[src/rtl/irqp.sv]
// Shared constants and carriers for the interrupt enable masking block
package irqp;

  // ----------------------------------------------------------------
  // Register map
  // ----------------------------------------------------------------
  localparam logic [7:0] EXT_EN_ADDR   = 8'h9B;
  localparam logic [7:0] EXT_TWO_ADDR  = 8'h9C;
  localparam logic [7:0] MAIN_EN_ADDR  = 8'hA8;
  localparam logic [7:0] MAIN_BIT_BASE = 8'hA8;
  localparam logic [7:0] EN_RESET      = 8'h00;
  localparam logic [7:0] EXT_TWO_MASK  = 8'h07;
  localparam logic [7:0] UNMAPPED_RD   = 8'h00;

  // ----------------------------------------------------------------
  // Main enable fields
  // ----------------------------------------------------------------
  localparam int GATE_BIT = 7;
  localparam int ADC_BIT  = 6;
  localparam int BOD_BIT  = 5;
  localparam int UART0_BIT = 4;
  localparam int TMR1_BIT = 3;
  localparam int EXT1_BIT = 2;
  localparam int TMR0_BIT = 1;
  localparam int EXT0_BIT = 0;

  // ----------------------------------------------------------------
  // Extended and second extended enable fields
  // ----------------------------------------------------------------
  localparam int TMR2_BIT  = 7;
  localparam int SPI_BIT   = 6;
  localparam int BRAKE_BIT = 5;
  localparam int WDT_BIT   = 4;
  localparam int PWM_BIT   = 3;
  localparam int CAP_BIT   = 2;
  localparam int PIN_BIT   = 1;
  localparam int I2C_BIT   = 0;
  localparam int WKT_BIT   = 2;
  localparam int TMR3_BIT  = 1;
  localparam int UART1_BIT = 0;

  // ----------------------------------------------------------------
  // Carriers
  // ----------------------------------------------------------------
  typedef struct packed {
    logic       wr_en;
    logic       rd_en;
    logic [7:0] addr;
    logic [7:0] wdata;
    logic       bit_wr;
    logic [7:0] bit_addr;
    logic       bit_val;
  } sfr_bus_s;

  typedef struct packed {
    logic       conv_done_flag;
    logic       brownout_flag;
    logic       uart0_tx_done;
    logic       uart0_rx_done;
    logic       tmr1_ovf_flag;
    logic       tmr0_ovf_flag;
    logic       tmr2_ovf_flag;
    logic       spi_done_flag;
    logic       spi_overrun_flag;
    logic       mode_fault_flag;
    logic       brake_flag;
    logic       wdt_timeout_flag;
    logic       pwm_period_flag;
    logic [2:0] capture_flags;
    logic [7:0] pin_flag_reg;
    logic       i2c_event_flag;
    logic       i2c_timeout_flag;
    logic       wakeup_tmr_flag;
    logic       tmr3_ovf_flag;
    logic       uart1_tx_done;
    logic       uart1_rx_done;
  } src_flags_s;

  typedef struct packed {
    logic adc;
    logic brownout;
    logic uart0;
    logic tmr1;
    logic ext1;
    logic tmr0;
    logic ext0;
    logic tmr2;
    logic spi;
    logic brake;
    logic wdt;
    logic pwm;
    logic capture;
    logic pinint;
    logic i2c;
    logic wakeup_tmr;
    logic tmr3;
    logic uart1;
  } irq_req_s;

endpackage

[src/rtl/ext_irq_detect.sv]
// External interrupt pin synchroniser with edge and level request flag
module ext_irq_detect (
  input  wire logic mclk_in,
  input  wire logic rstn_in,
  input  wire logic pin_in,
  input  wire logic edge_mode_in,
  input  wire logic service_in,
  output logic      req_flag_out
);

  logic sync1_r;
  logic sync2_r;
  logic prev_r;
  logic flag_r;
  logic flag_nxt;
  wire  fall = prev_r & ~sync2_r;

  // ----------------------------------------------------------------
  // Pin sampling
  // ----------------------------------------------------------------
  // Idle high so that release from reset with the pin high never fakes a falling edge
  always_ff @(posedge mclk_in or negedge rstn_in) begin
    if (!rstn_in) begin
      sync1_r <= 1'b1;
      sync2_r <= 1'b1;
      prev_r  <= 1'b1;
    end else begin
      sync1_r <= pin_in;
      sync2_r <= sync1_r;
      prev_r  <= sync2_r;
    end
  end

  // ----------------------------------------------------------------
  // Request flag
  // ----------------------------------------------------------------
  always_comb begin
    flag_nxt = flag_r;
    if (!edge_mode_in) begin
      flag_nxt = ~sync2_r;
    end else if (fall) begin
      flag_nxt = 1'b1;
    end else if (service_in) begin
      flag_nxt = 1'b0;
    end
  end

  always_ff @(posedge mclk_in or negedge rstn_in) begin
    if (!rstn_in) begin
      flag_r <= 1'b0;
    end else begin
      flag_r <= flag_nxt;
    end
  end

  assign req_flag_out = flag_r;
endmodule

[src/rtl/interrupt_enable_masking.sv]
// Interrupt enable registers and gating of source flags into CPU requests
//
// How it works
// - Global gate bit 7 of main enable blocks all sources when clear.
// - Main bit 6 gates the ADC conversion-done flag.
// - Main bit 5 gates the brown-out flag.
// - Main bit 4 gates serial port 0 transmit-done or receive-done.
// - Main bit 3 gates the timer 1 overflow flag.
// - Main bit 2 gates the external pin 1 request.
// - Main bit 1 gates the timer 0 overflow flag.
// - Main bit 0 gates the external pin 0 request.
// - Extended bit 7 gates the timer 2 overflow flag.
// - Extended bit 6 gates SPI done, overrun or mode fault.
// - Extended bit 5 gates the fault brake flag.
// - Extended bit 4 gates the watchdog flag.
// - Extended bit 3 gates the PWM period flag.
// - Extended bit 2 gates any of three capture flags.
// - Extended bit 1 gates any pin interrupt flag.
// - Extended bit 0 gates I2C bus event or timeout.
// - Second extended bit 2 gates the wake-up timer flag.
// - Second extended bit 1 gates the timer 3 overflow flag.
// - Second extended bit 0 gates serial port 1 transmit or receive.
// - Main enable is decoded on every page and takes single-bit writes.
// - Edge mode samples each clock and sets the flag on high then low.
// - Edge mode flag clears when the CPU enters that service routine.
// - Level mode flag is the inverted pin and is not cleared by service.
module interrupt_enable_masking (
  input  wire logic        mclk_in,
  input  wire logic        rstn_in,
  input  wire irqp::sfr_bus_s bus_in,
  input  wire irqp::src_flags_s flags_in,
  input  wire logic        ext0_pin_in,
  input  wire logic        ext1_pin_in,
  input  wire logic        ext0_edge_mode_in,
  input  wire logic        ext1_edge_mode_in,
  input  wire logic        ext0_service_in,
  input  wire logic        ext1_service_in,
  output logic [7:0]       rd_data_out,
  output irqp::irq_req_s   irq_req_out,
  output logic             ext0_req_flag_out,
  output logic             ext1_req_flag_out
);

  // ----------------------------------------------------------------
  // Decoding
  // ----------------------------------------------------------------
  function automatic logic addr_hit(
    input logic [7:0] a,
    input logic [7:0] t
  );
    return a == t;
  endfunction

  logic [7:0]     main_r;
  logic [7:0]     main_nxt;
  logic [7:0]     ext_r;
  logic [7:0]     ext_nxt;
  logic [7:0]     ext_two_r;
  logic [7:0]     ext_two_nxt;
  logic [7:0]     rd_data_r;
  logic [7:0]     rd_sel;
  irqp::irq_req_s req_r;
  irqp::irq_req_s req_nxt;
  logic [1:0]     pin_vec;
  logic [1:0]     mode_vec;
  logic [1:0]     svc_vec;
  logic [1:0]     ext_flag;

  // Page select is not decoded at all, so every page reaches these
  wire main_byte_wr = bus_in.wr_en
                    && addr_hit(bus_in.addr, irqp::MAIN_EN_ADDR);
  wire ext_wr       = bus_in.wr_en
                    && addr_hit(bus_in.addr, irqp::EXT_EN_ADDR);
  wire ext_two_wr   = bus_in.wr_en
                    && addr_hit(bus_in.addr, irqp::EXT_TWO_ADDR);
  wire main_bit_wr  = bus_in.bit_wr
                    && (bus_in.bit_addr[7:3] == irqp::MAIN_BIT_BASE[7:3]);
  wire main_rd      = addr_hit(bus_in.addr, irqp::MAIN_EN_ADDR);
  wire ext_rd       = addr_hit(bus_in.addr, irqp::EXT_EN_ADDR);
  wire ext_two_rd   = addr_hit(bus_in.addr, irqp::EXT_TWO_ADDR);

  // ----------------------------------------------------------------
  // Enable registers
  // ----------------------------------------------------------------
  // A byte write wins over a bit write in the same cycle
  always_comb begin
    main_nxt = main_r;
    if (main_byte_wr) begin
      main_nxt = bus_in.wdata;
    end else if (main_bit_wr) begin
      main_nxt[bus_in.bit_addr[2:0]] = bus_in.bit_val;
    end
  end

  assign ext_nxt     = ext_wr ? bus_in.wdata : ext_r;
  assign ext_two_nxt = ext_two_wr ? (bus_in.wdata & irqp::EXT_TWO_MASK)
                                  : ext_two_r;

  always_ff @(posedge mclk_in or negedge rstn_in) begin
    if (!rstn_in) begin
      main_r    <= irqp::EN_RESET;
      ext_r     <= irqp::EN_RESET;
      ext_two_r <= irqp::EN_RESET;
    end else begin
      main_r    <= main_nxt;
      ext_r     <= ext_nxt;
      ext_two_r <= ext_two_nxt;
    end
  end

  // ----------------------------------------------------------------
  // Read path
  // ----------------------------------------------------------------
  assign rd_sel = main_rd    ? main_r :
                  ext_rd     ? ext_r :
                  ext_two_rd ? ext_two_r :
                  irqp::UNMAPPED_RD;

  always_ff @(posedge mclk_in or negedge rstn_in) begin
    if (!rstn_in) begin
      rd_data_r <= irqp::UNMAPPED_RD;
    end else if (bus_in.rd_en) begin
      rd_data_r <= rd_sel;
    end
  end

  assign rd_data_out = rd_data_r;

  // ----------------------------------------------------------------
  // External pins
  // ----------------------------------------------------------------
  assign pin_vec  = {ext1_pin_in, ext0_pin_in};
  assign mode_vec = {ext1_edge_mode_in, ext0_edge_mode_in};
  assign svc_vec  = {ext1_service_in, ext0_service_in};

  for (genvar i = 0; i < 2; i++) begin : g_ext
    ext_irq_detect u_det (
      .mclk_in      (mclk_in),
      .rstn_in      (rstn_in),
      .pin_in       (pin_vec[i]),
      .edge_mode_in (mode_vec[i]),
      .service_in   (svc_vec[i]),
      .req_flag_out (ext_flag[i])
    );
  end

  assign ext0_req_flag_out = ext_flag[0];
  assign ext1_req_flag_out = ext_flag[1];

  // ----------------------------------------------------------------
  // Request gating
  // ----------------------------------------------------------------
  // Flags are only read here, so enables never alter them
  wire gate = main_r[irqp::GATE_BIT];

  wire uart0_any = flags_in.uart0_tx_done | flags_in.uart0_rx_done;
  wire spi_any   = flags_in.spi_done_flag | flags_in.spi_overrun_flag
                 | flags_in.mode_fault_flag;
  wire cap_any   = |flags_in.capture_flags;
  wire pin_any   = |flags_in.pin_flag_reg;
  wire i2c_any   = flags_in.i2c_event_flag | flags_in.i2c_timeout_flag;
  wire uart1_any = flags_in.uart1_tx_done | flags_in.uart1_rx_done;

  assign req_nxt.adc = gate & main_r[irqp::ADC_BIT]
                     & flags_in.conv_done_flag;
  assign req_nxt.brownout = gate & main_r[irqp::BOD_BIT]
                          & flags_in.brownout_flag;
  assign req_nxt.uart0 = gate & main_r[irqp::UART0_BIT]
                       & uart0_any;
  assign req_nxt.tmr1 = gate & main_r[irqp::TMR1_BIT]
                      & flags_in.tmr1_ovf_flag;
  assign req_nxt.ext1 = gate & main_r[irqp::EXT1_BIT]
                      & ext_flag[1];
  assign req_nxt.tmr0 = gate & main_r[irqp::TMR0_BIT]
                      & flags_in.tmr0_ovf_flag;
  assign req_nxt.ext0 = gate & main_r[irqp::EXT0_BIT]
                      & ext_flag[0];
  assign req_nxt.tmr2 = gate & ext_r[irqp::TMR2_BIT]
                      & flags_in.tmr2_ovf_flag;
  assign req_nxt.spi = gate & ext_r[irqp::SPI_BIT]
                     & spi_any;
  assign req_nxt.brake = gate & ext_r[irqp::BRAKE_BIT]
                       & flags_in.brake_flag;
  assign req_nxt.wdt = gate & ext_r[irqp::WDT_BIT]
                     & flags_in.wdt_timeout_flag;
  assign req_nxt.pwm = gate & ext_r[irqp::PWM_BIT]
                     & flags_in.pwm_period_flag;
  assign req_nxt.capture = gate & ext_r[irqp::CAP_BIT]
                         & cap_any;
  assign req_nxt.pinint = gate & ext_r[irqp::PIN_BIT]
                        & pin_any;
  assign req_nxt.i2c = gate & ext_r[irqp::I2C_BIT]
                     & i2c_any;
  assign req_nxt.wakeup_tmr = gate & ext_two_r[irqp::WKT_BIT]
                            & flags_in.wakeup_tmr_flag;
  assign req_nxt.tmr3 = gate & ext_two_r[irqp::TMR3_BIT]
                      & flags_in.tmr3_ovf_flag;
  assign req_nxt.uart1 = gate & ext_two_r[irqp::UART1_BIT]
                       & uart1_any;

  // Registered once so every request leaves from a flip-flop
  always_ff @(posedge mclk_in or negedge rstn_in) begin
    if (!rstn_in) begin
      req_r <= '0;
    end else begin
      req_r <= req_nxt;
    end
  end

  assign irq_req_out = req_r;
endmodule

[config.mk]
export PLATFORM = sky130hd
export DESIGN_NAME = interrupt_enable_masking
export DESIGN_NICKNAME = d
export VERILOG_FILES = /design/src/rtl/irqp.sv /design/src/rtl/ext_irq_detect.sv /design/src/rtl/interrupt_enable_masking.sv
export SDC_FILE = /design/constraint.sdc
export NUM_CORES = 1
export LEC_CHECK = 0
export BUFFER_PORTS_ARGS = -buffer_cell sky130_fd_sc_hd__buf_2
export CORE_MARGIN = 2
export CORE_UTILIZATION = 47
export DETAILED_ROUTE_END_ITERATION = 8
export MAX_ROUTING_LAYER = met4
export PLACE_DENSITY = 0.79
export SYNTH_ARGS = -nofsm -noshare
export SYNTH_HDL_FRONTEND = slang
export SYNTH_SLANG_ARGS = --single-unit
[constraint.sdc]
create_clock -name mclk_in -period 1.2 [get_ports mclk_in]
set_input_delay 0.06 -clock mclk_in [delete_from_list [all_inputs] [get_ports mclk_in]]
set_output_delay 0.06 -clock mclk_in [all_outputs]
set_load 0.05 [all_outputs]
==> impl_metrics.prom <==
# TYPE chip_impl_metric gauge
chip_impl_metric{name="placed_cells",unit=""} 338
chip_impl_metric{name="pre_cts_slack",unit="ns"} -0.369
chip_impl_info{name="critical-path-slowest-cell",value="sky130_fd_sc_hd__nor2_1"} 1
chip_impl_metric{name="synth_compound_area_share",unit="%"} 12.4
chip_impl_metric{name="netlist_instances",unit=""} 181
chip_impl_metric{name="count_of_final_hold_check_violations",unit=""} 0
chip_impl_metric{name="groute.usage.overall",unit="%"} 25.0
chip_impl_info{name="min-delay-path-class",value="input pin to register"} 1
chip_impl_metric{name="timing.final.max_slew_violations",unit=""} 0
chip_impl_metric{name="adder_and_majority_gate_portion_of_the_synthesized_area",unit="%"} 0
chip_impl_metric{name="final_nets",unit=""} 384
chip_impl_metric{name="syn_nets",unit=""} 247
chip_impl_info{name="path_cells",value="buf_2 > or2b_1 > nor2_1 > nand3_2 > buf_4 > mux2_2"} 1
chip_impl_metric{name="seqPwrFrac",unit="%"} 49.6
chip_impl_metric{name="fraction_of_layout_instances_using_a_drive_strength_above_1",unit="%"} 45.1
chip_impl_metric{name="drt-wirelength-per-cell",unit="µm"} 16.1
chip_impl_metric{name="timing.clock.skew",unit="ns"} 0.00499
chip_impl_metric{name="clk-insertion-delay-late",unit="ns"} 0.31
chip_impl_metric{name="core",unit="µm²"} 4440
chip_impl_metric{name="io_buffer_count",unit=""} 93
chip_impl_metric{name="post_synth_edffs",unit=""} 0
chip_impl_metric{name="routed_wirelength",unit="µm"} 5990
chip_impl_metric{name="yosys.area_share.simple",unit="%"} 17.0
chip_impl_metric{name="critPathMaxStageDelay",unit="ns"} 0.30
chip_impl_metric{name="max-vdd-ir-drop",unit="µV"} 893
chip_impl_metric{name="power_per_cell_area",unit="nW/µm²"} 1210
chip_impl_metric{name="globalRouteOverflowTotal",unit=""} 0
chip_impl_metric{name="post_synth_xor_area_fraction",unit="%"} 0
chip_impl_metric{name="design.portCount",unit=""} 94
chip_impl_metric{name="power.total",unit="mW"} 3.95
chip_impl_metric{name="die_area",unit="µm²"} 5240
chip_impl_info{name="clock-root-buffer",value="sky130_fd_sc_hd__clkbuf_8"} 1
chip_impl_metric{name="grt_antenna_before_repair",unit=""} 0
chip_impl_metric{name="setup-violations-final",unit=""} 0
chip_impl_metric{name="yosysWarningCount",unit=""} 0
chip_impl_metric{name="fmax",unit="GHz"} 0.850
chip_impl_metric{name="worst_relative_slew_slack",unit="%"} 70.4
chip_impl_metric{name="setup_slack",unit="ns"} 0.0240
chip_impl_metric{name="detailed_route_iter0_violations",unit=""} 141
chip_impl_info{name="endpoint_kind",value="register"} 1
chip_impl_metric{name="numCtsBuffers",unit=""} 5
chip_impl_metric{name="netlist_area",unit="µm²"} 2200
chip_impl_metric{name="fin_util",unit="%"} 73.4
chip_impl_metric{name="net_switching_power",unit="mW"} 0.967
chip_impl_metric{name="share_clk_of_total_power",unit="%"} 35.4
chip_impl_metric{name="placement.cell_area",unit="µm²"} 2860
chip_impl_metric{name="postSynthAreaPerCell",unit="µm²"} 12.1
chip_impl_info{name="post-synth-top-area-cell",value="sky130_fd_sc_hd__dfrtp_1"} 1
chip_impl_metric{name="cts_num_sinks",unit=""} 53
chip_impl_info{name="start_kind",value="input pin"} 1
chip_impl_metric{name="syn_to_final_growth",unit="%"} 48.4
chip_impl_metric{name="dieWidth",unit="µm"} 72.4
chip_impl_metric{name="cts.reportedPaths.clkPinSlew",unit="ns"} 0.09
chip_impl_metric{name="netlist.area_leader.share",unit="%"} 53.5
chip_impl_metric{name="grt_first_pass_wirelength",unit="µm"} 9720
chip_impl_metric{name="count_of_cell_types_in_the_netlist",unit=""} 38
chip_impl_metric{name="initial_core_util",unit="%"} 49.5
chip_impl_metric{name="sw_frac_of_total",unit="%"} 24.5
chip_impl_metric{name="dpl.hpwl",unit="µm"} 4090
chip_impl_metric{name="antenna_violating_nets_post_route",unit=""} 0
chip_impl_info{name="status",value="complete, no violations"} 1
chip_impl_metric{name="post-route-cell-area",unit="µm²"} 3260
chip_impl_metric{name="place.gp.congestion",unit=""} 1.01
chip_impl_metric{name="via_total_after_detailed_routing",unit=""} 2021
chip_impl_metric{name="cts.htree.levels",unit=""} 2
chip_impl_metric{name="ctsLongestPathBuffers",unit=""} 2
chip_impl_info{name="layout.cells.most_common",value="sky130_fd_sc_hd__buf_2"} 1
chip_impl_metric{name="grt_start_max_net_pins",unit=""} 54
chip_impl_info{name="ys.flop_type",value="sky130_fd_sc_hd__dfrtp_1"} 1
chip_impl_metric{name="placementRows",unit=""} 24
chip_impl_metric{name="postSynthRegisterBits",unit=""} 53
chip_impl_metric{name="first_global_vias",unit=""} 2115
chip_impl_metric{name="drc_errors",unit=""} 0
chip_impl_info{name="worst-setup-path-type",value="input pin to register"} 1
chip_impl_info{name="grt_setup_unrepaired",value="false"} 1
chip_impl_metric{name="max_slew.worst_pin.slew",unit="ns"} 0.442
chip_impl_metric{name="chipHeight",unit="µm"} 72.4
chip_impl_metric{name="synth_seq_area_share",unit="%"} 60.7
chip_impl_metric{name="static-leakage-power",unit="nW"} 1.72
chip_impl_metric{name="min_period",unit="ns"} 1.18
chip_impl_metric{name="postSynth.asyncResetShare",unit="%"} 100
chip_impl_metric{name="dr_wl_met2",unit="µm"} 3170
chip_impl_metric{name="number_of_standard_cells_in_the_layout_taps_in_and_fillers_out",unit=""} 371
chip_impl_metric{name="via_per_inst",unit=""} 5.45
chip_impl_metric{name="worstPathRequired",unit="ns"} 1.40
chip_impl_metric{name="p_int",unit="mW"} 2.98
chip_impl_metric{name="antenna-diode-count",unit=""} 0
chip_impl_metric{name="final_min_period_over_clock_period",unit="%"} 98.0
chip_impl_metric{name="crit_arrival",unit="ns"} 1.37
chip_impl_info{name="combinational_family_with_the_most_area_after_synthesis",value="simple AND/OR/NAND/NOR gates"} 1
chip_impl_info{name="tritoncts_clock_tree",value="done"} 1
chip_impl_metric{name="max_cap_viol_count",unit=""} 0
chip_impl_metric{name="drt-met1-wl",unit="µm"} 2400
chip_impl_metric{name="routed-wl-met3",unit="µm"} 272
chip_impl_info{name="layout_common_cells",value="93 x sky130_fd_sc_hd__buf_2, 47 x sky130_fd_sc_hd__dfrtp_1, 25 x sky130_fd_sc_hd__dlygate4sd3_1"} 1
chip_impl_metric{name="firstDrtPassIters",unit=""} 4
chip_impl_info{name="highest_layer",value="met4"} 1
chip_impl_metric{name="synth.mux.area_fraction",unit="%"} 7.91
chip_impl_info{name="yosys-top-cells-area",value="sky130_fd_sc_hd__dfrtp_1 54%, sky130_fd_sc_hd__dfstp_2 7.2%, sky130_fd_sc_hd__mux2_2 5.6%"} 1
chip_impl_metric{name="combinationalPowerShare",unit="%"} 15.0
chip_impl_metric{name="cp_max_fo",unit=""} 4
per-layer routing:
metal | vias to the layer above | GRT usage (%)
li1 | 954 | -
met1 | 978 | 28.1
met3 | 16 | 4.86
met4 | 0 | 10.1
met2 | 73 | 43.8
met5 | - | -
power by group through the flow:
stage | clock, mW | sequential (mW) | combinational [mW]
finish | 1.40 | 1.96 | 0.593
global route | 1.49 | 1.97 | 0.647
CTS | 1.42 | 1.95 | 0.586
detailed placement | 0 | 1.99 | 0.517
global placement | 0 | 1.98 | 0.505
floorplan | 0 | 2.07 | 0.155
path summary, 6_finish.rpt:
| check | startpoint | to | cells after the start | slack (ns) |
|---|---|---|---|---|
| setup / recovery | bus_in[22] | ext_r[4] | 6 | 0.02 |
| min in group asynchronous | rstn_in | irq_req_out[11] | 3 | 0.30 |
| setup reg to reg | ext_two_r[2] | rd_data_out[2] | 3 | 0.08 |
| max in group asynchronous | rstn_in | g_ext[0].u_det.prev_r | 3 | 0.63 |
| hold / removal | flags_in[14] | irq_req_out[5] | 2 | 0.008 |
| hold reg to reg | g_ext[0].u_det.sync1_r | g_ext[0].u_det.sync2_r | 0 | 0.36 |
registers in the layout, summed over array words and instances, names as in the netlist:
register,count
ext_r,8
irq_req_out,18
rd_data_out,8
g_ext.u_det.prev_r,2
ext_two_r,3
main_r,8
g_ext.u_det.sync1_r,2
g_ext.u_det.req_flag_out,2
g_ext.u_det.sync2_r,2
cell type report:
cell class                 count  area (µm²)
clock inverter                 3        65.1
multi-input combinational    118         851
clock buffer                   5        68.8
sequential                    53        1330
inverter                       4        15.0
fill                         322        1180
timing repair buffer         136         863
tap                           52        65.1
critical path, delay by kind of cell:
family	cells	cell delay [ns]
buf+inv	2	0.30
mux	1	0.27
simple gates	3	0.73
Yosys cell counts (4+ instances only):
master                     number
sky130_fd_sc_hd__a21oi_1        7
sky130_fd_sc_hd__a221oi_1       7
sky130_fd_sc_hd__and3_1        12
sky130_fd_sc_hd__clkbuf_1       4
sky130_fd_sc_hd__dfrtp_1       47
sky130_fd_sc_hd__dfstp_2        6
sky130_fd_sc_hd__inv_1          4
sky130_fd_sc_hd__mux2_2        11
sky130_fd_sc_hd__mux2i_1        5
sky130_fd_sc_hd__nand2_1        5
sky130_fd_sc_hd__nor2_1        23
sky130_fd_sc_hd__nor4_1         5
per-stage QoR:
stage | TNS, ns | hold slack (ns)
3_3_place_gp | -5.84 | 0.0682
3_5_place_dp | -6.79 | 0.0728
6_report | 0 | 0.00834
5_1_grt | 0 | 0.00456
2_1_floorplan | -1.06 | -0.236
4_1_cts | 0 | 0.00415
cells by family (layout without fill, tap and decap cells):
group,Yosys count,after routing
AND/OR/NAND/NOR,68,68
flip-flops,53,53
AO/OA/AOI/OAI,34,34
multiplexers,16,16
buffers and inverters,10,148
timing repair:
action	in CTS	in global routing
hold buffers	25	0
buffers inserted	0	0
cloned	0	0
endpoints found under the setup margin	8	7
resized for setup	1	3
endpoints found under the hold margin	76	0
(Power assumes the default switching activity.)
